==> src/logic/dco_loop_map.svh <==
// register offsets, field positions, reset values and timing counts
`ifndef DCO_LOOP_MAP_SVH
`define DCO_LOOP_MAP_SVH

// ----------------------------------------
// register byte offsets
// ----------------------------------------
`define OFS_CTRL 8'h00
`define OFS_MULT 8'h04
`define OFS_TRIM 8'h08
`define OFS_DIV 8'h0C
`define OFS_STG 8'h10

// ----------------------------------------
// control register bit positions
// ----------------------------------------
`define BIT_EXT_STABLE 0
`define BIT_EXT_ON 1
`define BIT_INT_STABLE 2
`define BIT_INT_ON 3
`define BIT_SELECT 4
`define BIT_MON_EN 5
`define BIT_MON_FAIL 6
`define BIT_MON_IRQ_EN 7

// ----------------------------------------
// reset values
// ----------------------------------------
`define RST_MULT 7'h15
`define RST_TRIM 8'h80
`define RST_DIV 4'h0
`define RST_STG 8'h00

// ----------------------------------------
// oscillator and loop figures
// ----------------------------------------
`define RING_MIN_DELAYS 6'h11
`define RING_LONG_MAX 6'h22
`define DIV_MAX_CODE 4'h9
`define REF_PER_CORR 2'h3
`define COARSE_STEP 12'h020
`define FINE_STEP 12'h001
`define COARSE_PCT 16'h000F
`define STABLE_PCT 16'h0005
`define MON_TIMEOUT_DEF 40000

`endif

==> src/logic/dco_loop_pkg.sv <==
// shared types of the oscillator loop and clock monitor
package dco_loop_pkg;
  // loop filter sequencing
  typedef enum logic [1:0] {
    LF_HALT,
    LF_ALIGN,
    LF_MEASURE
  } loop_state_type;
endpackage

==> src/logic/dco_loop_and_clock_monitor.sv <==
// oscillator, loop filter, clock monitor and wishbone registers
//
// Register access over Wishbone and the register addresses were decided locally.
`timescale 1ns/1ps
`default_nettype none
`include "dco_loop_map.svh"

// Summary of operation
// - dead selected source: switch to live one
// - control read with flag set arms clear
// - period set only by stage and divider
// - divider divides by two to code, max 512
// - divider moves only on stage carry/borrow
// - upper stage bits give 17..31 delays
// - lower stage bits dither longer cycles per 32
// - code 111 long point is 17 doubled
// - coarse step above 15 percent, else fine
// - lock internal clock to N times reference
// - correction spans four reference periods
// - factor change may fake dead clock
// - monitor enable refused until internal stable
// - no interlock on frequency changes
// - resettle after reset, factor, trim, restart
// - reset selects internal clock
// - select write needs target on and stable
// - monitor needs both clocks; irq needs monitor
module dco_loop_and_clock_monitor
  import dco_loop_pkg::*;
#(
  parameter int MON_TIMEOUT_CYC = `MON_TIMEOUT_DEF
) (
  // clock, reset, enable
  input wire logic i_clk,
  input wire logic i_rst_n,
  input wire logic i_ce,
  // wishbone slave
  input wire logic i_wb_cyc,
  input wire logic i_wb_stb,
  input wire logic i_wb_we,
  input wire logic [7:0] i_wb_adr,
  input wire logic [3:0] i_wb_sel,
  input wire logic [31:0] i_wb_dat,
  output logic o_wb_ack,
  output logic [31:0] o_wb_dat,
  // reference and external oscillator activity
  input wire logic i_ref_tick,
  input wire logic i_ext_clk_tick,
  input wire logic i_ext_stable,
  // clock status outputs
  output logic o_internal_clock,
  output logic o_clock_select,
  output logic o_internal_stable,
  output logic o_monitor_irq,
  output logic [3:0] o_divider_field,
  output logic [7:0] o_stage_field
);

  // ----------------------------------------
  // helper functions
  // ----------------------------------------
  // codes above nine act as nine
  function automatic logic [3:0] div_eff(input logic [3:0] d);
    div_eff = (d > `DIV_MAX_CODE) ? `DIV_MAX_CODE : d;
  endfunction

  // ring length in stage delays for a stage code and dither point
  function automatic logic [5:0] ring_len(input logic [2:0] hi, input logic lng);
    logic [5:0] base;
    base = `RING_MIN_DELAYS + {2'b00, hi, 1'b0};
    if (!lng) ring_len = base;
    else if (hi == 3'h7) ring_len = `RING_LONG_MAX;
    else ring_len = base + 6'h02;
  endfunction

  // ----------------------------------------
  // state declarations
  // ----------------------------------------
  logic mon_irq_en_reg; // monitor_irq_enable
  logic mon_fail_reg; // monitor_fail_flag
  logic mon_en_reg; // monitor_enable
  logic select_reg; // 0 internal, 1 external
  logic int_on_reg; // internal_gen_on
  logic int_stable_reg; // internal_stable_flag
  logic ext_on_reg; // external_gen_on
  logic ext_stable_reg; // external_stable_flag
  logic fail_armed_reg; // clear sequence started
  logic [6:0] mult_reg; // multiply factor N
  logic [7:0] trim_reg; // trim value
  logic [11:0] val_reg; // {divider_field, stage_field}
  logic [31:0] rdat_reg; // read data
  logic ack_reg; // bus acknowledge
  logic restart_req; // loop must resettle
  loop_state_type lf_state_reg; // loop filter state
  logic [1:0] ref_cnt_reg; // reference periods in interval
  logic [9:0] icnt_reg; // internal clock periods counted
  logic [5:0] ring_cnt_reg; // stage delays in ring cycle
  logic [4:0] dith_cnt_reg; // ring cycle index out of 32
  logic [9:0] div_cnt_reg; // ring cycles in output period
  logic osc_tick_reg; // one pulse per internal period
  logic [15:0] int_idle_reg; // cycles since internal activity
  logic [15:0] ext_idle_reg; // cycles since external activity
  logic ioff; // internal source looks dead
  logic eoff; // external source looks dead

  // ----------------------------------------
  // bus decode
  // ----------------------------------------
  wire logic req = i_wb_cyc & i_wb_stb & ~ack_reg;
  // write lands at the edge where ack is seen high
  wire logic wr = ack_reg & i_wb_cyc & i_wb_stb & i_wb_we & i_wb_sel[0];
  wire logic wr_ctrl = wr & (i_wb_adr == `OFS_CTRL);
  wire logic wr_mult = wr & (i_wb_adr == `OFS_MULT);
  wire logic wr_trim = wr & (i_wb_adr == `OFS_TRIM);
  wire logic [7:0] wd = i_wb_dat[7:0];
  wire logic [7:0] ctrl_view = {mon_irq_en_reg, mon_fail_reg, mon_en_reg, select_reg,
                                int_on_reg, int_stable_reg, ext_on_reg, ext_stable_reg};

  // acknowledge one cycle after the request; unmapped reads give zero
  always_ff @(posedge i_clk or negedge i_rst_n) begin
    if (!i_rst_n) begin
      ack_reg <= 1'b0;
      rdat_reg <= 32'h0000_0000;
    end else if (i_ce) begin
      ack_reg <= req;
      if (req) begin
        unique case (i_wb_adr)
          `OFS_CTRL: rdat_reg <= {24'h000000, ctrl_view};
          `OFS_MULT: rdat_reg <= {25'h0000000, mult_reg};
          `OFS_TRIM: rdat_reg <= {24'h000000, trim_reg};
          `OFS_DIV: rdat_reg <= {28'h0000000, val_reg[11:8]};
          `OFS_STG: rdat_reg <= {24'h000000, val_reg[7:0]};
          default: rdat_reg <= 32'h0000_0000;
        endcase
      end
    end
  end

  // ----------------------------------------
  // source selection and generator enables
  // ----------------------------------------
  // no hardware interlock keeps the bus frequency steady here
  always_ff @(posedge i_clk or negedge i_rst_n) begin
    if (!i_rst_n) begin
      select_reg <= 1'b0;
      int_on_reg <= 1'b1;
      ext_on_reg <= 1'b0;
      ext_stable_reg <= 1'b0;
    end else if (i_ce) begin
      ext_stable_reg <= ext_on_reg & i_ext_stable;
      if (mon_en_reg && !select_reg && ioff && !eoff) begin
        select_reg <= 1'b1;
      end else if (mon_en_reg && select_reg && eoff && !ioff) begin
        select_reg <= 1'b0;
      end else if (wr_ctrl) begin
        // target must be on and stable before the select moves
        if (wd[`BIT_SELECT] && ext_on_reg && ext_stable_reg) select_reg <= 1'b1;
        if (!wd[`BIT_SELECT] && int_on_reg && int_stable_reg) select_reg <= 1'b0;
      end
      if (wr_ctrl) begin
        // the generator selected before this write cannot be switched off
        int_on_reg <= wd[`BIT_INT_ON] | ~select_reg;
        ext_on_reg <= wd[`BIT_EXT_ON] | select_reg;
      end
    end
  end

  // ----------------------------------------
  // monitor enable and interrupt enable
  // ----------------------------------------
  always_ff @(posedge i_clk or negedge i_rst_n) begin
    if (!i_rst_n) begin
      mon_en_reg <= 1'b0;
      mon_irq_en_reg <= 1'b0;
    end else if (i_ce && wr_ctrl) begin
      // internal stable must be back before enable sticks
      mon_en_reg <= wd[`BIT_MON_EN] & int_on_reg & int_stable_reg
                    & ext_on_reg & ext_stable_reg;
      mon_irq_en_reg <= wd[`BIT_MON_IRQ_EN] & mon_en_reg;
    end
  end

  // ----------------------------------------
  // monitor fail flag with read-then-write clear
  // ----------------------------------------
  // a bit set/clear on the control register would write the flag as
  // read, so a pending clear could fire by accident
  always_ff @(posedge i_clk or negedge i_rst_n) begin
    if (!i_rst_n) begin
      mon_fail_reg <= 1'b0;
      fail_armed_reg <= 1'b0;
    end else if (i_ce) begin
      if (req && !i_wb_we && (i_wb_adr == `OFS_CTRL) && mon_fail_reg) begin
        fail_armed_reg <= 1'b1;
      end else if (wr_ctrl) begin
        fail_armed_reg <= 1'b0;
      end
      // a new failure wins over the clear
      if (mon_en_reg && (ioff || eoff)) begin
        mon_fail_reg <= 1'b1;
      end else if (wr_ctrl && fail_armed_reg && !wd[`BIT_MON_FAIL]) begin
        mon_fail_reg <= 1'b0;
      end
    end
  end

  // ----------------------------------------
  // activity watchdogs
  // ----------------------------------------
  // the internal period shifts while the loop chases a new factor,
  // so software keeps the monitor off then
  always_ff @(posedge i_clk or negedge i_rst_n) begin
    if (!i_rst_n) begin
      int_idle_reg <= 16'h0000;
      ext_idle_reg <= 16'h0000;
    end else if (i_ce) begin
      if (osc_tick_reg || !int_on_reg) int_idle_reg <= 16'h0000;
      else if (!ioff) int_idle_reg <= int_idle_reg + 16'h0001;
      if (i_ext_clk_tick || !ext_on_reg) ext_idle_reg <= 16'h0000;
      else if (!eoff) ext_idle_reg <= ext_idle_reg + 16'h0001;
    end
  end
  assign ioff = (int_idle_reg >= 16'(MON_TIMEOUT_CYC));
  assign eoff = (ext_idle_reg >= 16'(MON_TIMEOUT_CYC));

  // ----------------------------------------
  // multiply factor and trim
  // ----------------------------------------
  always_ff @(posedge i_clk or negedge i_rst_n) begin
    if (!i_rst_n) begin
      mult_reg <= `RST_MULT;
      trim_reg <= `RST_TRIM;
    end else if (i_ce) begin
      if (wr_mult) mult_reg <= wd[6:0];
      if (wr_trim) trim_reg <= wd;
    end
  end

  // resettle on factor or trim change and on generator restart
  assign restart_req = (wr_mult && (wd[6:0] != mult_reg)) || (wr_trim && (wd != trim_reg))
                       || !int_on_reg;

  // ----------------------------------------
  // digital oscillator model, one stage delay per clock
  // ----------------------------------------
  // the period depends only on the stage and divider fields
  always_ff @(posedge i_clk or negedge i_rst_n) begin
    if (!i_rst_n) begin
      ring_cnt_reg <= 6'h00;
      dith_cnt_reg <= 5'h00;
      div_cnt_reg <= 10'h000;
      osc_tick_reg <= 1'b0;
    end else if (i_ce) begin
      osc_tick_reg <= 1'b0;
      if (!int_on_reg) begin
        // restart from the written fields on re-enable
        ring_cnt_reg <= 6'h00;
        dith_cnt_reg <= 5'h00;
        div_cnt_reg <= 10'h000;
      end else if (ring_cnt_reg >= ring_len(val_reg[7:5],
                   dith_cnt_reg < val_reg[4:0]) - 6'h01) begin
        ring_cnt_reg <= 6'h00;
        dith_cnt_reg <= dith_cnt_reg + 5'h01;
        if (div_cnt_reg >= (10'h001 << div_eff(val_reg[11:8])) - 10'h001) begin
          div_cnt_reg <= 10'h000;
          osc_tick_reg <= 1'b1;
        end else begin
          div_cnt_reg <= div_cnt_reg + 10'h001;
        end
      end else begin
        ring_cnt_reg <= ring_cnt_reg + 6'h01;
      end
    end
  end

  // ----------------------------------------
  // loop filter
  // ----------------------------------------
  logic [8:0] tgt; // 4 times N internal periods per interval
  logic [9:0] err; // absolute period-count error
  logic fast; // more internal periods than target
  logic [11:0] step; // correction size
  logic [11:0] up_val; // saturating increment
  logic [11:0] dn_val; // saturating decrement
  logic [12:0] sum; // unsaturated increment
  logic [19:0] err_x100; // error scaled by one hundred
  logic [19:0] tgt_coarse; // target scaled by coarse percent
  logic [19:0] tgt_stable; // target scaled by stable percent
  always_comb begin
    tgt = {mult_reg, 2'b00};
    fast = ({1'b0, icnt_reg} > {2'b00, tgt} + 11'h000);
    err = fast ? (icnt_reg - {1'b0, tgt}) : ({1'b0, tgt} - icnt_reg);
    // twenty bits keep a large count error times one hundred from wrapping
    err_x100 = {10'h000, err} * 20'h00064;
    tgt_coarse = {11'h000, tgt} * 20'(`COARSE_PCT);
    tgt_stable = {11'h000, tgt} * 20'(`STABLE_PCT);
    step = (err_x100 > tgt_coarse) ? `COARSE_STEP : `FINE_STEP;
    // divider moves only through carry out of the stage field
    sum = {1'b0, val_reg} + {1'b0, step};
    up_val = (sum[12:8] > {1'b0, `DIV_MAX_CODE}) ? {`DIV_MAX_CODE, 8'hFF}
             : sum[11:0];
    dn_val = (val_reg < step) ? 12'h000 : val_reg - step;
  end

  always_ff @(posedge i_clk or negedge i_rst_n) begin
    if (!i_rst_n) begin
      lf_state_reg <= LF_ALIGN; // resettle after reset
      ref_cnt_reg <= 2'h0;
      icnt_reg <= 10'h000;
      val_reg <= {`RST_DIV, `RST_STG};
      int_stable_reg <= 1'b0;
    end else if (i_ce) begin
      if (restart_req) begin
        int_stable_reg <= 1'b0;
        lf_state_reg <= int_on_reg ? LF_ALIGN : LF_HALT;
        ref_cnt_reg <= 2'h0;
        icnt_reg <= 10'h000;
      end
      if (!int_on_reg && wr && (i_wb_adr == `OFS_DIV)) val_reg[11:8] <= wd[3:0];
      if (!int_on_reg && wr && (i_wb_adr == `OFS_STG)) val_reg[7:0] <= wd;
      if (!restart_req) begin
        unique case (lf_state_reg)
          LF_HALT: lf_state_reg <= LF_ALIGN;
          LF_ALIGN: begin
            // interval starts on a reference edge
            if (i_ref_tick) lf_state_reg <= LF_MEASURE;
          end
          LF_MEASURE: begin
            if (osc_tick_reg && icnt_reg != 10'h3FF) icnt_reg <= icnt_reg + 10'h001;
            if (i_ref_tick) begin
              ref_cnt_reg <= ref_cnt_reg + 2'h1;
              if (ref_cnt_reg == `REF_PER_CORR) begin
                icnt_reg <= 10'h000;
                // fast clock wants a longer period and the reverse
                if (icnt_reg != {1'b0, tgt}) val_reg <= fast ? up_val : dn_val;
                int_stable_reg <= (err_x100 <= tgt_stable);
              end
            end
          end
        endcase
      end
    end
  end

  // ----------------------------------------
  // registered outputs
  // ----------------------------------------
  always_ff @(posedge i_clk or negedge i_rst_n) begin
    if (!i_rst_n) begin
      o_internal_clock <= 1'b0;
      o_clock_select <= 1'b0;
      o_internal_stable <= 1'b0;
      o_monitor_irq <= 1'b0;
      o_divider_field <= 4'h0;
      o_stage_field <= 8'h00;
    end else if (i_ce) begin
      o_internal_clock <= osc_tick_reg;
      o_clock_select <= select_reg;
      o_internal_stable <= int_stable_reg;
      o_monitor_irq <= mon_fail_reg & mon_irq_en_reg;
      o_divider_field <= val_reg[11:8];
      o_stage_field <= val_reg[7:0];
    end
  end
  assign o_wb_ack = ack_reg;
  assign o_wb_dat = rdat_reg;
endmodule
`default_nettype wire

==> config.mk <==
export PLATFORM = sky130hd
export DESIGN_NAME = dco_loop_and_clock_monitor
export DESIGN_NICKNAME = d
export VERILOG_FILES = /design/src/logic/dco_loop_pkg.sv /design/src/logic/dco_loop_and_clock_monitor.sv
export VERILOG_INCLUDE_DIRS = /design/src /design/src/logic
export SDC_FILE = /design/constraint.sdc
export NUM_CORES = 1
export LEC_CHECK = 0
export BUFFER_PORTS_ARGS = -buffer_cell sky130_fd_sc_hd__buf_2
export CORE_MARGIN = 2
export CORE_UTILIZATION = 30
export DETAILED_ROUTE_END_ITERATION = 8
export PLACE_DENSITY = 0.46
export SYNTH_ARGS = -nofsm -noshare
export SYNTH_HDL_FRONTEND = slang
export SYNTH_SLANG_ARGS = --single-unit
==> constraint.sdc <==
create_clock -name i_clk -period 11.93 [get_ports i_clk]
set_input_delay 1.193 -clock i_clk [delete_from_list [all_inputs] [get_ports i_clk]]
set_output_delay 1.193 -clock i_clk [all_outputs]
set_load 0.05 [all_outputs]
==> results of run 1 <==
Yosys cell counts, types with 14 or more instances:
cell type	count
nand3_1	42
fa_1	18
nand2_1	112
nand2b_1	24
ha_1	129
a21oi_1	72
nor2_1	98
xnor2_1	43
a21o_1	15
a31oi_1	20
o21ai_0	84
inv_1	84
xor2_1	28
clkbuf_1	37
mux2_2	28
buf_4	24
dfrtp_1	123
nor3_1	16
nand4_1	14
o22ai_1	23
placed cells by master (no fill, tap or decap), types with 5 or more instances in the layout:
cell,count
a21oi_1,72
a32o_1,5
clkbuf_16,17
o21ai_0,84
nand3b_1,6
nor3_1,16
o211ai_1,7
o21a_1,9
ha_1,129
nand4_1,14
or3_1,6
nor2b_1,6
inv_1,84
nor4_1,6
dfrtp_1,123
xor2_1,28
or4_1,6
nand3_1,42
and2_1,9
conb_1,25
nand2b_1,24
mux2i_1,13
nor2_1,98
and3_1,13
xnor2_1,43
mux2_2,28
a211oi_1,5
nand2_1,112
a21o_1,15
a221oi_1,7
fa_1,18
buf_2,49
o22ai_1,23
a31oi_1,20
dfstp_2,6
routing by layer:
metal | vias up | wire [microns] | global-route usage, %
met5 | - | 0 | 0
met4 | 0 | 249 | 3.138
met3 | 16 | 961 | 2.319
met2 | 175 | 13170 | 25.37
met1 | 4256 | 14650 | 22.77
li1 | 4370 | - | -
worst max-delay path by stage:
stage / start / endpoint / cells past startpoint
6_report: mult_reg[5]$_DFFE_PN0P_ / val_reg[9]$_DFFE_PN0P_ / 34
3_5_place_dp: mult_reg[5]$_DFFE_PN0P_ / val_reg[9]$_DFFE_PN0P_ / 34
5_1_grt: mult_reg[4]$_DFFE_PN1P_ / val_reg[4]$_DFFE_PN0P_ / 34
4_1_cts: mult_reg[5]$_DFFE_PN0P_ / val_reg[9]$_DFFE_PN0P_ / 34
3_3_place_gp: mult_reg[5]$_DFFE_PN0P_ / val_reg[4]$_DFFE_PN0P_ / 35
2_1_floorplan: mult_reg[2]$_DFFE_PN1P_ / val_reg[9]$_DFFE_PN0P_ / 37
metrics by stage:
stage	cell area, sq um	setup WS [ps]
2_1_floorplan	10830	3740
3_3_place_gp	11340	2237
3_5_place_dp	11340	2210
4_1_cts	11950	2179
5_1_grt	11950	1304
6_report	11950	2171
report_power, final:
group / internal, mW / switching, mW / total, mW
combinational: 0.362 / 0.547 / 0.909
clock: 0.302 / 0.245 / 0.547
sequential: 0.508 / 0.117 / 0.625
worst max-delay path: cells and delay by family, from the launching register on:
kind | cells | cell delay [ps]
AOI/OAI and AO/OA | 14 | 2630
xor gates and xnor gates | 1 | 370
adders and majority gates | 9 | 2860
buffers and inverters | 3 | 370
DFF | 1 | 740
muxes | 1 | 180
and+or+nand+nor | 6 | 2470
layout make-up:
cell class / count / area, sq um
flip-flops and latches: 129 / 3236
well taps: 461 / 576.8
inverters: 85 / 319.1
clock inverters: 15 / 191.4
multi-input cells: 966 / 6925
clock buffers: 17 / 425.4
fillers: 3680 / 23440
repair buffers: 53 / 279.0
kinds of logic (layout without fill, tap and decap cells):
| group | Yosys count | count (layout) | synth area share [%] |
|---|---|---|---|
| AO/OA/AOI/OAI | 297 | 297 | 17.32 |
| other | 2 | 25 | 0.06989 |
| flip-flops | 129 | 129 | 30.11 |
| XOR/XNOR | 71 | 71 | 5.787 |
| AND/OR/NAND/NOR | 384 | 384 | 17.86 |
| multiplexers | 41 | 41 | 4.145 |
| buffers and inverters | 153 | 170 | 6.241 |
| adder cells (fa/ha/maj) | 148 | 148 | 18.47 |
==> flow_summary_export.csv, run 1 <==
group,metric,value,unit
clocking,clkSlewWorstSetupHoldPaths,70,ps
logic_synthesis,syn-mean-instance-area,8.772,sq um
clocking,clk_latency,440,ps
floorplan,die_w,193.3,microns
sta,unrepaired_setup_endpoints_after_global_routing,"no",
logic_synthesis,synth-seq-area-share,30.11,%
detailed_routing,detailedRoute.firstIterationViolations,461,
detailed_routing,via_count,8817,
detailed_routing,detailedRoute.firstPassIterationCount,4,
sta,minimum_clock_period,9759,ps
clocking,clock_tree_from_tritoncts,"yes",
sta,fin_hold_ws,466.8,ps
power_and_ir_drop,worst_ir_drop_vdd,0.08551,mV
logic_synthesis,synth_top_cell_by_area,"dfrtp_1",
grt,grt_pass1_wl,47720,microns
layout,drive_above_1_share,11.07,%
floorplan,placementRows,69,
worst_setup_path,cp_data_arrival_time,10080,ps
logic_synthesis,ys_warn_count,0,
detailed_routing,viasPerCell,5.108,
logic_synthesis,most_instantiated_flip_flop_cell_in_the_synthesis_netlist,"dfrtp_1",
layout,layoutNonFillerInstCount,1726,
power_and_ir_drop,design_power_total,2.081,mW
logic_synthesis,synthesis.area,10750,sq um
worst_setup_path,r2r_end,"val_reg[9]$_DFFE_PN0P_",
place,hpwl,21840,microns
clocking,clockBufferDepth,2,
logic_synthesis,synth_top_cell_area_share,28.64,%
detailed_routing,post-route-drc-count,0,
layout,area_growth_syn_to_layout,11.24,%
sta,finalCritPeriodShare,81.80,%
sta,timing.final.setup_violations,0,
flow_run,max_cap_violations,0,
min_path,min-delay-path-class,"reg -> reg",
sta,timing.final.hold_violations,0,
logic_synthesis,netlist_instances,1225,
logic_synthesis,ys_top_cells_by_area,"dfrtp_1 29%, ha_1 15%, nand2_1 3.9%",
place,dpl_cells,1694,
floorplan,die_h,193.3,microns
worst_setup_path,timing.critical_path.to_type,"flop",
logic_synthesis,ys_async_sr_fraction,100.0,%
grt,grt-ovfl-total,0,
worst_setup_path,reg2reg_slack,2170,ps
worst_setup_path,r2r.worst_path.cells,34,
place,gp_congestion,0.8644,
sta,fin_skew,13.06,ps
layout,num_antenna_cells,0,
detailed_routing,avgRoutedWirePerCell,16.82,microns
worst_setup_path,worstSetupPathType,"reg -> reg",
floorplan,core_area,35400,sq um
floorplan,dieArea,37350,sq um
worst_setup_path,slowest_cell_on_crit_path,"dfrtp_1",
detailed_routing,drt.antenna.violating_nets,0,
grt,number_of_antenna_violations_at_the_first_check_in_global_routing,0,
clocking,cts_num_sinks,129,
logic_synthesis,synth_cell_type_count,80,
outcome,outcome,"completed",
detailed_routing,totalWireLength,29030,microns
sta,worst_slew_margin_rel,28.85,%
worst_setup_path,critPathRequiredTime,12250,ps
logic_synthesis,synth_enable_flop_cells,0,
floorplan,io_pins,102,
sta,timing.fmax,102.5,MHz
worst_setup_path,critical_path_start_type,"flop",
clocking,cts_inserted_buffers,17,
min_path,depth_of_the_worst_hold_timing_path,2,
power_and_ir_drop,p_leak,5.387,nW
place,io_buffer_count,50,
clocking,htree_num_levels,4,
grt,global_routing_usage_summed_across_all_routing_layers,15.86,%
grt,grt_max_degree,73,
min_path,whs_endpoint,"fail_armed_reg$_DFFE_PN0P_",
clocking,clock-root-buffer,"clkbuf_16",
grt,number_of_global_route_vias_before_repair,8577,
layout,layout.nets,1452,
worst_setup_path,critical_path.reg2reg.startpoint,"mult_reg[5]$_DFFE_PN0P_",
worst_setup_path,crit_path_frequent_cell,"ha_1",
layout,final_core_utilization,33.77,%
min_path,timing.hold.worst.start,"fail_armed_reg$_DFFE_PN0P_",
clocking,cts_hold_buffers,0,
clocking,cts.repair_timing.setup_buffer_count,0,
sta,timing_worst_slew_pin_value,1057,ps
sta,report.final.slew_viol_count,0,
worst_setup_path,largest_fanout_on_the_critical_path,16,
sta,setup_tns,0,ps
logic_synthesis,ys_ff_latch,129,
clocking,cts_resizes,0,
worst_setup_path,max_incr_delay_on_cp,740,ps
floorplan,floorplan.initialDensity,30.36,%
power_and_ir_drop,power_density,174.1,nW/um^2
Note: power is estimated with default switching activity, not from simulation.
==> run 2: changes to the inputs <==
==> constraint.sdc (replaced) <==
create_clock -name i_clk -period 9.6 [get_ports i_clk]
set_input_delay 0.96 -clock i_clk [delete_from_list [all_inputs] [get_ports i_clk]]
set_output_delay 0.96 -clock i_clk [all_outputs]
set_load 0.05 [all_outputs]
==> run 2 against run 1 <==
  * Combinational power is 24% higher
  * Clock skew down 4.0 ps
  * Flip-flop and latch count is the same
  * Critical path type unchanged
  * Critical endpoint is now val_reg[4]$_DFFE_PN0P_
  * Highest routed layer unchanged
==> flow_summary_export.csv, run 2 (synthesis gave the netlist of run 1 again) <==
group,metric,value,unit
power_and_ir_drop,p_leak,5.439,nW
layout,drive_above_1_share,12.20,%
layout,num_antenna_cells,0,
layout,layoutNonFillerInstCount,1740,
clocking,clock-root-buffer,"clkbuf_16",
power_and_ir_drop,power_density,213.9,nW/um^2
flow_run,max_cap_violations,0,
detailed_routing,drt.antenna.violating_nets,0,
grt,number_of_antenna_violations_at_the_first_check_in_global_routing,0,
floorplan,core_area,35400,sq um
sta,fin_skew,9.035,ps
grt,grt-ovfl-total,0,
clocking,cts_num_sinks,129,
sta,minimum_clock_period,8906,ps
detailed_routing,via_count,8799,
worst_setup_path,worstSetupPathType,"reg -> reg",
sta,timing_worst_slew_pin_value,929.4,ps
floorplan,dieArea,37350,sq um
place,dpl_cell_area,11440,sq um
worst_setup_path,slowest_cell_on_crit_path,"or4_1",
layout,final_core_utilization,34.04,%
layout,postLayoutCellArea,12050,sq um
clocking,clockBufferDepth,2,
outcome,outcome,"completed",
grt,global_routing_usage_summed_across_all_routing_layers,16.02,%
clocking,htree_num_levels,4,
power_and_ir_drop,worst_ir_drop_vdd,0.1059,mV
place,io_buffer_count,50,
layout,layout.cells.most_common,"ha_1",
clocking,cts_inserted_buffers,17,
worst_setup_path,critical_path_start_type,"flop",
floorplan,placementRows,69,
clocking,clkSlewWorstSetupHoldPaths,70,ps
clocking,cts.repair_timing.setup_buffer_count,0,
sta,unrepaired_setup_endpoints_after_global_routing,"no",
clocking,cts_hold_buffers,0,
layout,fillCellCount,3695,
worst_setup_path,max_incr_delay_on_cp,610,ps
place,hpwl,22130,microns
sta,post-route-worst-setup-slack,694.4,ps
detailed_routing,totalWireLength,29310,microns
clocking,clk_latency,430,ps
detailed_routing,detailedRoute.firstPassIterationCount,6,
worst_setup_path,crit_path_frequent_cell,"ha_1",
grt,grt_pass1_wl,48310,microns
sta,timing.final.setup_violations,0,
clocking,cts_resizes,0,
sta,setup_tns,0,ps
layout,layout.nets,1466,
sta,finalCritPeriodShare,92.77,%
power_and_ir_drop,design_power_total,2.577,mW
detailed_routing,detailedRoute.firstIterationViolations,508,
floorplan,io_pins,102,
floorplan,die_h,193.3,microns
worst_setup_path,largest_fanout_on_the_critical_path,7,
place,dpl_cells,1708,
worst_setup_path,timing.critical_path.to_type,"flop",
sta,timing.fmax,112.3,MHz
grt,number_of_global_route_vias_before_repair,8859,
sta,fin_hold_ws,472.5,ps
layout,most-common-layout-cells,"129 x ha_1, 123 x dfrtp_1, 111 x nand2_1",
detailed_routing,avgRoutedWirePerCell,16.84,microns
floorplan,die_w,193.3,microns
worst_setup_path,critPathRequiredTime,9920,ps
min_path,min-delay-path-class,"reg -> reg",
floorplan,floorplan.initialDensity,30.36,%
sta,timing.final.hold_violations,0,
detailed_routing,post-route-drc-count,0,
layout,area_growth_syn_to_layout,12.13,%
place,dp_slack,617.9,ps
sta,report.final.slew_viol_count,0,
worst_setup_path,cp_data_arrival_time,9220,ps
clocking,clock_tree_from_tritoncts,"yes",
detailed_routing,viasPerCell,5.057,
place,gp_congestion,0.8367,
sta,worst_slew_margin_rel,37.47,%
grt,grt_max_degree,67,
-- run 2: cell types whose count changed in the layout (fill, tap and decap cells not counted) --
cell	before	now
buf_4	3	17
clkinv_8	4	1
inv_6	3	6
clkinv_4	2	0
clkinv_2	0	1
clkinvlp_4	1	2
nand2_1	112	111
nand2_2	0	1
nor4_2	2	1
nor4_4	2	3
xnor2_1	43	42
xnor2_2	0	1
-- run 2: worst max-delay path: cells and delay by family (launching register included) --
family / cells / cell delay, ps
adder cells (fa/ha/maj): 9 / 2850
AO/OA/AOI/OAI: 15 / 2640
flip-flops: 1 / 530
buffers and inverters: 5 / 520
XOR/XNOR: 1 / 70
AND/OR/NAND/NOR: 8 / 2180
-- run 2: final timing paths --
kind,from,slack (ps),endpoint,depth (start not counted)
setup / recovery,mult_reg[2]$_DFFE_PN1P_,690,val_reg[4]$_DFFE_PN0P_,38
hold / removal,fail_armed_reg$_DFFE_PN0P_,470,fail_armed_reg$_DFFE_PN0P_,2
setup reg to reg,mult_reg[2]$_DFFE_PN1P_,690,val_reg[4]$_DFFE_PN0P_,38
hold reg to reg,fail_armed_reg$_DFFE_PN0P_,470,fail_armed_reg$_DFFE_PN0P_,2
max in group asynchronous,i_rst_n,7750,mult_reg[5]$_DFFE_PN0P_,2
min in group asynchronous,i_rst_n,540,ring_cnt_reg[2]$_DFFE_PN0P_,1
-- run 2: report_power, final --
part	switching [mW]	total (mW)	internal [mW]
combinational	0.680	1.13	0.451
sequential	0.148	0.780	0.632
clock	0.296	0.666	0.370
-- run 2: final cells by class --
| class | instances | area (sq um) | share of cell area, % |
|---|---|---|---|
| multi-input cells | 966 | 6944 | 57.63 |
| clock buffers | 17 | 425.4 | 3.531 |
| clock inverters | 15 | 163.9 | 1.360 |
| inverters | 85 | 319.1 | 2.648 |
| flip-flops and latches | 129 | 3236 | 26.85 |
| repair buffers | 67 | 384.1 | 3.188 |
| well taps | 461 | 576.8 | 4.787 |
-- run 2: metal layers --
metal	global-route usage, %	part of all wire [%]	wire length [microns]
met1	22.39	50	14560
met4	4.439	1.7	497
met5	0	0	0
met3	2.406	3.2	943
met2	25.74	45	13310
==> run 3: changes to the inputs <==
--- a/config.mk
+++ b/config.mk
@@ -8,9 +8,9 @@
 export LEC_CHECK = 0
 export BUFFER_PORTS_ARGS = -buffer_cell sky130_fd_sc_hd__buf_2
 export CORE_MARGIN = 2
-export CORE_UTILIZATION = 30
+export CORE_UTILIZATION = 45
 export DETAILED_ROUTE_END_ITERATION = 8
-export PLACE_DENSITY = 0.46
+export PLACE_DENSITY = 0.63
 export SYNTH_ARGS = -nofsm -noshare
 export SYNTH_HDL_FRONTEND = slang
 export SYNTH_SLANG_ARGS = --single-unit
==> run 3 against run 2 <==
  * Register-to-register slack got worse by 20 ps
  * Clock skew rose by 1.3 ps
  * First-iteration DRC count rose by 29%
  * Design area fell by 2.1%
  * Sequential power fell by 0.5%
  * Core utilization rose by 16 points
  * Worst setup slack got worse by 21 ps
  * Cell count fell by 8.6%
  * Global-route usage rose by 6.1 points
  * Flip-flop and latch count did not move
  * Critical path type unchanged
  * Critical endpoint unchanged
  * Largest power group unchanged
==> flow_summary_export.csv, run 3 (synthesis gave the netlist of run 1 again) <==
group,metric,value,unit
floorplan,dieArea,25130,sq um
worst_setup_path,slowest_cell_on_crit_path,"dfstp_2",
power_and_ir_drop,clkPwrFrac,24.4,%
sta,minimum_clock_period,8927,ps
grt,global_routing_usage_summed_across_all_routing_layers,22.12,%
detailed_routing,post-route-drc-count,0,
min_path,whs_endpoint,"o_wb_dat[0]$_DFFE_PN0P_",
clocking,cts_num_sinks,129,
grt,number_of_global_route_vias_before_repair,8333,
sta,report.final.slew_viol_count,0,
power_and_ir_drop,p_switching,1.072,mW
detailed_routing,drt.antenna.violating_nets,0,
layout,multi_input_comb_area,6955,sq um
detailed_routing,avgRoutedWirePerCell,16.63,microns
worst_setup_path,r2r.worst_path.cells,35,
clocking,clock-root-buffer,"clkbuf_16",
floorplan,die_w,158.5,microns
layout,num_antenna_cells,0,
clocking,clkSlewWorstSetupHoldPaths,60,ps
clocking,htree_num_levels,4,
worst_setup_path,critical_path.reg2reg.startpoint,"mult_reg[4]$_DFFE_PN1P_",
layout,drive_above_1_share,11.71,%
clocking,clock_tree_from_tritoncts,"yes",
worst_setup_path,largest_fanout_on_the_critical_path,19,
min_path,depth_of_the_worst_hold_timing_path,2,
grt,grt_max_degree,71,
detailed_routing,viasPerCell,5.608,
detailed_routing,met2WireLength,11760,microns
worst_setup_path,critPathRequiredTime,9910,ps
layout,most-common-layout-cells,"129 x ha_1, 123 x dfrtp_1, 112 x nand2_1",
power_and_ir_drop,p_leak,5.388,nW
outcome,outcome,"completed",
layout,layout.nets,1459,
sta,fin_skew,10.31,ps
sta,timing.fmax,112.0,MHz
detailed_routing,detailedRoute.firstPassIterationCount,5,
layout,fillCellCount,2230,
sta,timing.final.hold_violations,0,
place,hpwl,19860,microns
sta,worst_slew_margin_rel,24.85,%
layout,area_growth_syn_to_layout,9.770,%
power_and_ir_drop,power_density,211.9,nW/um^2
power_and_ir_drop,power_frac_comb,44.6,%
min_path,timing.hold.worst.start,"o_wb_dat[0]$_DFFE_PN0P_",
power_and_ir_drop,switching_share,42.87,%
worst_setup_path,cp_data_arrival_time,9240,ps
floorplan,io_pins,102,
grt,number_of_antenna_violations_at_the_first_check_in_global_routing,0,
floorplan,die_h,158.5,microns
place,io_buffer_count,50,
floorplan,core_area,23470,sq um
detailed_routing,detailedRoute.firstIterationViolations,653,
detailed_routing,via_count,8923,
floorplan,placementRows,56,
clocking,clk_latency,420,ps
worst_setup_path,timing.critical_path.to_type,"flop",
layout,layout.cells.most_common,"ha_1",
clocking,clockBufferDepth,2,
power_and_ir_drop,worst_ir_drop_vdd,0.1391,mV
power_and_ir_drop,share_seq_of_total_power,31.0,%
floorplan,floorplan.initialDensity,45.78,%
worst_setup_path,max_incr_delay_on_cp,720,ps
power_and_ir_drop,p_int,1.428,mW
flow_run,max_cap_violations,0,
worst_setup_path,r2r_end,"val_reg[4]$_DFFE_PN0P_",
power_and_ir_drop,design_power_total,2.500,mW
worst_setup_path,reg2reg_slack,670,ps
sta,finalCritPeriodShare,92.99,%
worst_setup_path,critical_path_start_type,"flop",
grt,grt_pass1_wl,43570,microns
sta,setup_tns,0,ps
worst_setup_path,worstSetupPathType,"reg -> reg",
detailed_routing,wl_met1,12840,microns
sta,fin_hold_ws,491.0,ps
min_path,min-delay-path-class,"reg -> reg",
place,gp_congestion,0.9194,
worst_setup_path,cp_top_family,"compound AO/OA/AOI/OAI gates",
layout,ff_latch_area,3236,sq um
detailed_routing,met3_wirelength,1421,microns
worst_setup_path,cp.depth,35,
detailed_routing,route.top_layer_used,"met4",
grt,grt-ovfl-total,0,
sta,timing.final.setup_violations,0,
sta,timing_worst_slew_pin_value,1120,ps
clocking,cts_inserted_buffers,17,
layout,final_core_utilization,50.25,%
worst_setup_path,buf_inv_stages_crit_path,2,
worst_setup_path,crit_path_frequent_cell,"ha_1",
detailed_routing,totalWireLength,26460,microns
## run 3: metrics by stage
stage	instances	setup WS (ps)	area, sq um
after floorplan	1248	1410	10830
after global placement	1559	555.9	11210
after detailed placement	1559	456.2	11210
after CTS	1591	432.4	11770
after global routing	1591	-13.10	11800
final	1591	673.3	11800
## run 3: repair_timing
| item | CTS | global route |
|---|---|---|
| endpoints found under the hold margin | 0 | 0 |
| endpoints found under the setup margin | 0 | 9 |
| setup buffers | 0 | 0 |
| hold buffers | 0 | 0 |
| gates resized for setup | 0 | 4 |
## run 3: cell type report
cell class	instances	area share (%)
Multi-Input combinational cell	966	58.97
Timing Repair Buffer	60	2.811
Clock buffer	20	3.872
Tap cell	319	3.384
Sequential cell	129	27.43
Clock inverter	12	0.8274
Inverter	85	2.705
## run 3: worst register-to-register path: cells and delay by family, from the launching register on
family          cells  cell delay, ps
fa+ha+maj           7            2200
flops               1             720
simple gates        6            1920
xor+xnor            1             140
buf+inv             2             220
compound gates     19            3610
## run 3: worst max-delay path by stage
stage,start,slack (ps),endpoint
3_5_place_dp,mult_reg[4]$_DFFE_PN1P_,460,val_reg[9]$_DFFE_PN0P_
6_report,mult_reg[4]$_DFFE_PN1P_,670,val_reg[4]$_DFFE_PN0P_
3_3_place_gp,mult_reg[4]$_DFFE_PN1P_,560,val_reg[4]$_DFFE_PN0P_
5_1_grt,mult_reg[4]$_DFFE_PN1P_,-10,val_reg[7]$_DFFE_PN0P_
2_1_floorplan,mult_reg[2]$_DFFE_PN1P_,1410,val_reg[9]$_DFFE_PN0P_
4_1_cts,mult_reg[4]$_DFFE_PN1P_,430,val_reg[9]$_DFFE_PN0P_
## run 3: metal layers
metal / up-vias / track usage, %
met3: 29 / 3.865
met4: 0 / 5.920
li1: 4378 / -
met1: 4288 / 31.93
met2: 228 / 34.22
met5: - / 0
## run 3: power groups by stage
stage / Sequential [mW] / Combinational, mW / Clock, mW
6_report: 0.776 / 1.11 / 0.609
5_1_grt: 0.792 / 1.26 / 0.642
4_1_cts: 0.774 / 1.11 / 0.618
2_1_floorplan: 0.792 / 0.820 / 0
3_5_place_dp: 0.784 / 1.11 / 0
3_3_place_gp: 0.781 / 1.09 / 0
